<file path="src/design/ddl_defs.svh">
// Constants shared by both ends of the dual serial DAC input link.
`ifndef DDL_DEFS_SVH
`define DDL_DEFS_SVH

`define DDL_WORD_BITS  18
`define DDL_LAST_BIT   17
`define DDL_CLK_HZ     50000000
`define DDL_BCLK_HZ    13500000
`define DDL_HALF_CYC   ((`DDL_CLK_HZ + 2 * `DDL_BCLK_HZ - 1) / (2 * `DDL_BCLK_HZ))
`define DDL_SEL_BITS   2
`define DDL_FIFO_W     (`DDL_SEL_BITS + 2 * `DDL_WORD_BITS)
`define DDL_FIFO_DEPTH 8
`define DDL_LATCH_IDLE 2'h3

`endif

</file>
<file path="src/design/ddl_pkg.sv">
// Types and small helper functions of the dual serial DAC input link.
`include "ddl_defs.svh"

package ddl_pkg;

  typedef logic [`DDL_WORD_BITS-1:0] ddl_word_type;

  typedef enum logic [2:0] {
    DDL_IDLE     = 3'b000,
    DDL_SHIFT_LO = 3'b001,
    DDL_SHIFT_HI = 3'b010,
    DDL_LATCH    = 3'b011,
    DDL_GAP      = 3'b100
  } ddl_ctl_state_type;

  function automatic logic ddl_rose(input logic prev, input logic cur);
    return ~prev & cur;
  endfunction

  function automatic logic ddl_fell(input logic prev, input logic cur);
    return prev & ~cur;
  endfunction

endpackage

</file>
<file path="src/design/ddl_link_if.sv">
// Serial link between the word controller and the dual DAC input latch.
`timescale 1ns/1ns

interface ddl_link_if;
  logic bit_clk;
  logic left_serial_in;
  logic right_serial_in;
  logic left_latch_n;
  logic right_latch_n;

  modport ctl (
    output bit_clk,
    output left_serial_in,
    output right_serial_in,
    output left_latch_n,
    output right_latch_n
  );

  modport dev (
    input bit_clk,
    input left_serial_in,
    input right_serial_in,
    input left_latch_n,
    input right_latch_n
  );
endinterface

</file>
<file path="src/design/ddl_ctl.sv">
// Controller end: word FIFO, serialiser, bit clock divider and latch pulses.
`timescale 1ns/1ns

`include "ddl_defs.svh"

module ddl_fifo #(
  parameter int WIDTH = 38,
  parameter int DEPTH = 8
) (
  input  wire logic             i_clk,
  input  wire logic             i_resetn,
  input  wire logic [WIDTH-1:0] i_wr_data,
  input  wire logic             i_wr_valid,
  output logic                  o_wr_ready,
  output logic      [WIDTH-1:0] o_rd_data,
  output logic                  o_rd_valid,
  input  wire logic             i_rd_ready
);

  localparam int AW = $clog2(DEPTH);

  logic [WIDTH-1:0] mem_q [DEPTH];
  logic [AW:0]      wr_q;
  logic [AW:0]      wr_d;
  logic [AW:0]      rd_q;
  logic [AW:0]      rd_d;
  logic             full;
  logic             empty;
  logic             push;
  logic             pop;

  always_comb begin
    empty      = (wr_q == rd_q);
    full       = (wr_q[AW] != rd_q[AW]) && (wr_q[AW-1:0] == rd_q[AW-1:0]);
    o_wr_ready = ~full;
    o_rd_valid = ~empty;
    o_rd_data  = mem_q[rd_q[AW-1:0]];
    push       = i_wr_valid & ~full;
    pop        = i_rd_ready & ~empty;
    wr_d       = push ? wr_q + 1'b1 : wr_q;
    rd_d       = pop ? rd_q + 1'b1 : rd_q;
  end

  always_ff @(posedge i_clk) begin
    if (!i_resetn) begin
      wr_q <= '0;
      rd_q <= '0;
    end else begin
      wr_q <= wr_d;
      rd_q <= rd_d;
    end
  end

  always_ff @(posedge i_clk) begin
    if (push) begin
      mem_q[wr_q[AW-1:0]] <= i_wr_data;
    end
  end

endmodule

module ddl_ctl
  import ddl_pkg::*;
(
  input  wire logic       I_CLK,
  input  wire logic       I_RESETN,
  input  ddl_word_type    I_LEFT_WORD,
  input  ddl_word_type    I_RIGHT_WORD,
  input  wire logic [1:0] I_LATCH_SEL,
  input  wire logic       I_VALID,
  output logic            O_READY,
  output logic            O_BUSY,
  ddl_link_if.ctl         LINK
);

  localparam logic [1:0] HALF_LAST = 2'(`DDL_HALF_CYC - 1);
  localparam logic [4:0] LAST_BIT  = 5'(`DDL_LAST_BIT);

  logic [`DDL_FIFO_W-1:0] f_data;
  logic                   f_valid;
  logic                   f_ready;
  ddl_ctl_state_type      state_q;
  ddl_ctl_state_type      state_d;
  logic [1:0]             div_q;
  logic [1:0]             div_d;
  logic [4:0]             bit_q;
  logic [4:0]             bit_d;
  ddl_word_type           lsh_q;
  ddl_word_type           lsh_d;
  ddl_word_type           rsh_q;
  ddl_word_type           rsh_d;
  logic [1:0]             sel_q;
  logic [1:0]             sel_d;
  logic                   bclk_q;
  logic                   bclk_d;
  logic [1:0]             latch_n_q;
  logic [1:0]             latch_n_d;
  logic                   tick;

  ddl_fifo #(
    .WIDTH (`DDL_FIFO_W),
    .DEPTH (`DDL_FIFO_DEPTH)
  ) u_fifo (
    .i_clk      (I_CLK),
    .i_resetn   (I_RESETN),
    .i_wr_data  ({I_LATCH_SEL, I_LEFT_WORD, I_RIGHT_WORD}),
    .i_wr_valid (I_VALID),
    .o_wr_ready (O_READY),
    .o_rd_data  (f_data),
    .o_rd_valid (f_valid),
    .i_rd_ready (f_ready)
  );

  always_comb begin
    f_ready   = (state_q == DDL_IDLE);
    tick      = (div_q == HALF_LAST); // [RL6]
    state_d   = state_q;
    div_d     = tick ? 2'h0 : 2'(div_q + 2'h1);
    bit_d     = bit_q;
    lsh_d     = lsh_q;
    rsh_d     = rsh_q;
    sel_d     = sel_q;
    bclk_d    = bclk_q;
    latch_n_d = latch_n_q;
    case (state_q)
      DDL_IDLE: begin
        div_d = 2'h0;
        if (f_valid) begin
          sel_d   = f_data[`DDL_FIFO_W-1 -: `DDL_SEL_BITS];
          lsh_d   = f_data[2*`DDL_WORD_BITS-1 -: `DDL_WORD_BITS];
          rsh_d   = f_data[`DDL_WORD_BITS-1:0];
          bit_d   = 5'h00;
          bclk_d  = 1'b0;
          state_d = DDL_SHIFT_LO;
        end
      end
      DDL_SHIFT_LO: begin
        if (tick) begin
          bclk_d  = 1'b1; // [RL5]
          state_d = DDL_SHIFT_HI;
        end
      end
      DDL_SHIFT_HI: begin
        if (tick) begin
          bclk_d = 1'b0;
          if (bit_q == LAST_BIT) begin
            latch_n_d = ~sel_q; // [RL7] [RL8] [RL9]
            state_d   = DDL_LATCH;
          end else begin
            bit_d   = 5'(bit_q + 5'h01);
            lsh_d   = {lsh_q[`DDL_WORD_BITS-2:0], 1'b0}; // [RL1]
            rsh_d   = {rsh_q[`DDL_WORD_BITS-2:0], 1'b0};
            state_d = DDL_SHIFT_LO;
          end
        end
      end
      DDL_LATCH: begin
        if (tick) begin
          latch_n_d = `DDL_LATCH_IDLE;
          state_d   = DDL_GAP;
        end
      end
      DDL_GAP: begin
        if (tick) begin
          state_d = DDL_IDLE;
        end
      end
      default: begin
        latch_n_d = `DDL_LATCH_IDLE;
        bclk_d    = 1'b0;
        state_d   = DDL_IDLE;
      end
    endcase
  end

  always_ff @(posedge I_CLK) begin
    if (!I_RESETN) begin
      state_q   <= DDL_IDLE;
      div_q     <= 2'h0;
      bit_q     <= 5'h00;
      lsh_q     <= '0;
      rsh_q     <= '0;
      sel_q     <= 2'h0;
      bclk_q    <= 1'b0;
      latch_n_q <= `DDL_LATCH_IDLE;
    end else begin
      state_q   <= state_d;
      div_q     <= div_d;
      bit_q     <= bit_d;
      lsh_q     <= lsh_d;
      rsh_q     <= rsh_d;
      sel_q     <= sel_d;
      bclk_q    <= bclk_d;
      latch_n_q <= latch_n_d;
    end
  end

  assign O_BUSY               = (state_q != DDL_IDLE);
  assign LINK.bit_clk         = bclk_q; // [RL4]
  assign LINK.left_serial_in  = lsh_q[`DDL_LAST_BIT]; // [RL2]
  assign LINK.right_serial_in = rsh_q[`DDL_LAST_BIT];
  assign LINK.left_latch_n    = latch_n_q[0];
  assign LINK.right_latch_n   = latch_n_q[1];

endmodule

</file>
<file path="src/flat_wrapper.sv">
// flat-port wrapper written by rule: the top's interface ports become plain ports
module ddl_ctl_flat import ddl_pkg::*;
  (I_CLK, I_RESETN, I_LEFT_WORD, I_RIGHT_WORD, I_LATCH_SEL, I_VALID, O_READY, O_BUSY, LINK_bit_clk, LINK_left_serial_in, LINK_right_serial_in, LINK_left_latch_n, LINK_right_latch_n);
  ddl_link_if LINK_i ();
  input  wire logic I_CLK;
  input  wire logic I_RESETN;
  input  ddl_word_type I_LEFT_WORD;
  input  ddl_word_type I_RIGHT_WORD;
  input  wire logic [1:0] I_LATCH_SEL;
  input  wire logic I_VALID;
  output logic O_READY;
  output logic O_BUSY;
  output wire logic [$bits(LINK_i.bit_clk)-1:0] LINK_bit_clk;
  output wire logic [$bits(LINK_i.left_serial_in)-1:0] LINK_left_serial_in;
  output wire logic [$bits(LINK_i.right_serial_in)-1:0] LINK_right_serial_in;
  output wire logic [$bits(LINK_i.left_latch_n)-1:0] LINK_left_latch_n;
  output wire logic [$bits(LINK_i.right_latch_n)-1:0] LINK_right_latch_n;
  assign LINK_bit_clk = LINK_i.bit_clk;
  assign LINK_left_serial_in = LINK_i.left_serial_in;
  assign LINK_right_serial_in = LINK_i.right_serial_in;
  assign LINK_left_latch_n = LINK_i.left_latch_n;
  assign LINK_right_latch_n = LINK_i.right_latch_n;
  ddl_ctl u_core (.I_CLK(I_CLK), .I_RESETN(I_RESETN), .I_LEFT_WORD(I_LEFT_WORD), .I_RIGHT_WORD(I_RIGHT_WORD), .I_LATCH_SEL(I_LATCH_SEL), .I_VALID(I_VALID), .O_READY(O_READY), .O_BUSY(O_BUSY), .LINK(LINK_i));
endmodule
</file>
<file path="config.mk">
export PLATFORM = sky130hd
export DESIGN_NAME = ddl_ctl_flat
export DESIGN_NICKNAME = d
export VERILOG_FILES = /design/src/design/ddl_pkg.sv /design/src/design/ddl_link_if.sv /design/src/design/ddl_ctl.sv /design/src/flat_wrapper.sv
export VERILOG_INCLUDE_DIRS = /design/src /design/src/design
export SDC_FILE = /design/constraint.sdc
export NUM_CORES = 1
export LEC_CHECK = 0
export ABC_AREA = 0
export BUFFER_PORTS_ARGS = -buffer_cell sky130_fd_sc_hd__clkbuf_2
export CORE_MARGIN = 2
export CORE_UTILIZATION = 35
export DETAILED_ROUTE_END_ITERATION = 16
export GPL_ROUTABILITY_DRIVEN = 0
export PLACE_DENSITY = 0.59
export SYNTH_ARGS = -nofsm -noshare
export SYNTH_HDL_FRONTEND = slang
export SYNTH_HIERARCHICAL = 1
export SYNTH_SLANG_ARGS = --single-unit
</file>
<file path="constraint.sdc">
create_clock -name I_CLK -period 6.37 [get_ports I_CLK]
set_clock_uncertainty 0.1 [all_clocks]
set_input_delay 1.274 -clock I_CLK [delete_from_list [all_inputs] [get_ports I_CLK]]
set_output_delay 1.274 -clock I_CLK [all_outputs]
set_load 0.1 [all_outputs]
</file>
==> run_results.csv <==
group,metric,value,unit
status,outcome,"finished, final reports clean",
power,p_per_area,378,nW/um^2
cts,cts_made_buffers,38,
grt,grt_pass1_wl,44.6,mm
cts,root_buffer,"clkbuf_16",
route,finalWirelength,28.6,mm
synth,synth_warnings,6,
setup_path,worst_setup_path_start_kind,"flop",
floorplanning,initial_core_util,35.6,%
timing,hold_viol,0,
layout,multi_input_area,4000,um^2
floorplanning,core-area,41000,um^2
layout,fin_nets,882,
floorplanning,num_io_pins,48,
grt,grtUsageMet1,18.6,%
timing,slew_headroom,33.5,%
route,drtIter0Drc,543,
timing,finalMaxSlewViolations,0,
synth,synth.area.top_cells,"edfxtp_1 62%, mux4_2 12%, dfxtp_1 8.5%, mux2i_1 3.3%, mux2_2 2.9%",
timing,min_period,3960,ps
grt,grt_pass1_vias,7307,
setup_path,critical_path_required,5000,ps
synth,synth_most_common_cell,"edfxtp_1",
timing,rsz0062_at_grt,"false",
synth,syn_inst,780,
layout,area_growth,14.0,%
synth,yosys_most_used_dff,"edfxtp_1",
timing,setup_ws,2410,ps
setup_path,worstSetupPathType,"flop to output port",
job,maxCapViolations,0,
setup_path,endpoint_kind,"output port",
cts,clockBufferDepth,3,
floorplanning,die_w,208,um
place,place_ws,2490,ps
min_path,hold_class,"flop to flop",
timing,fin_crit_sh,62.1,%
layout,n_antenna_cell,0,
route,drt-vias-per-instance,5.09,
grt,grt_overflow,0,
min_path,whs_path_depth,1,
route,antenna_left,0,
route,vias,7110,
place,io_buffers,47,
setup_path,worstPathArrival,2580,ps
cts,cts_tree,"done",
floorplanning,die-area,43400,um^2
layout,num-fill-cells,3655,
grt,use_met2,21.8,%
cts,h-tree-depth,2,
floorplanning,die_y,208,um
power,ir_worst_vdd,0.232,mV
cts,postCtsHoldBufs,0,
timing,worst_pin_slew,993,ps
setup_path,path_max_fanout,29,
synth,ys_async_sr_fraction,0,%
power,p_leak,5.62,nW
place,hpwl,14.5,mm
grt,grt_usage,13.4,%
route,route.detailed.drc,0,
synth,ys_seq_area_share,71.0,%
synth,ys_types,55,
grt,groute.layer.met3.usage,2.57,%
grt,antenna_found_initial,1,
cts,postCtsSetupBuffers,0,
cts,clkLatencyLatePin,520,ps
setup_path,reg2regPathDepth,5,
layout,drive_above_1_share,29.1,%
grt,grt.busiest_layer,"met2",
synth,synth_common_cells,"304 x edfxtp_1, 76 x mux4_2, 62 x dfxtp_1",
synth,yosys.area.top_type_share,62.5,%
power,power,6.30,mW
grt,grt_max_degree,76,
timing,finalSetupTns,0,ps
route,drtPass1Iterations,4,
synth,synth_area_per_cell,18.7,um^2
timing,setup_viol,0,
synth,netlist_area,14600,um^2
synth,syn_nets,827,
cts,clk_pin_slew_worst_paths,60,ps
synth,netlist.top_cell.by_area,"edfxtp_1",
timing,fmax,0.253,GHz
layout,ff_latch_area,10400,um^2
synth,synth-edff-count,304,
cts,cts_resized,0,
synth,synth_seq_cells,366,
floorplanning,num_rows,74,
route,wl_per_cell,20.5,um
cts,cts_num_sinks,366,
-- where the power goes --
group / switching, mW / internal [mW]
Clock: 0.897 / 1.29
Sequential: 0.119 / 2.75
Combinational: 0.641 / 0.606
-- stage by stage --
step / area (um^2) / util, % / hold WS (ps) / std cells
floorplan: 14600 / - / 321 / 780
global placement: 15400 / 37.6 / 329 / 1327
detailed placement: 15400 / 37.6 / 342 / 1327
CTS: 16700 / 40.6 / 355 / 1397
global route: 16700 / 40.6 / 377 / 1397
finish: 16700 / 40.6 / 351 / 1397
-- registers in the layout, summed over array words and instances (netlist names), named ones only --
signal	count
u_core/latch_n_q	2
u_core/rsh_q	18
u_core/lsh_q	18
u_core/div_q	2
u_core/u_fifo/mem_q	304
u_core/u_fifo/rd_q	4
u_core/state_q	3
u_core/u_fifo/wr_q	4
u_core/sel_q	2
u_core/bit_q	5
u_core/LINK.bit_clk	1
-- metal layers --
layer / part of all wire [%] / up-vias
li1: - / 3246
met1: 47 / 3705
met2: 47 / 121
met3: 4.6 / 36
met4: 1.3 / 2
met5: 0.035 / -
-- layout make-up --
cell class / count / share of cell area [%]
Timing Repair Buffer: 63 / 2.13
Tap cell: 532 / 4.00
Sequential cell: 366 / 62.3
Inverter: 7 / 0.158
Clock inverter: 23 / 1.39
Clock buffer: 47 / 6.03
Multi-Input combinational cell: 359 / 24.0
-- final timing paths --
check	slack [ps]	endpoint	from
setup / recovery	2410	O_BUSY	u_core/state_q[1]
hold / removal	350	u_core/div_q[0]	u_core/div_q[0]
setup reg to reg	3180	u_core/u_fifo/mem_q[4][2]	u_core/u_fifo/wr_q[2]
hold reg to reg	350	u_core/div_q[0]	u_core/div_q[0]
-- worst max-delay path, stage by stage (launching register included) --
cell,delay (ps)
dfxtp_2,770
buf_4,580
or3_1,250
clkbuf_2,470
-- logic make-up (layout without fill, tap and decap cells) --
family / after synthesis / in the layout / share of synthesized area, %
compound gates: 64 / 64 / 3.78
xor+xnor: 8 / 8 / 0.479
fa+ha+maj: 6 / 6 / 0.514
buf+inv: 55 / 140 / 2.02
flops: 366 / 366 / 71.0
mux: 162 / 162 / 17.9
simple gates: 119 / 119 / 4.31
-- placed cells by master, fill, tap and decap left out, drive strengths merged, types with 7 or more instances in the layout --
cell type and n:
edfxtp 304, clkbuf 94, mux4 76, dfxtp 62
nand2 60, mux2i 48, mux2 38, o211a 34
buf 16, clkinv 14, nand2b 9, inv 9
o21ai 8, nor2 7
No activity file was read; power rests on OpenSTA's default activity.
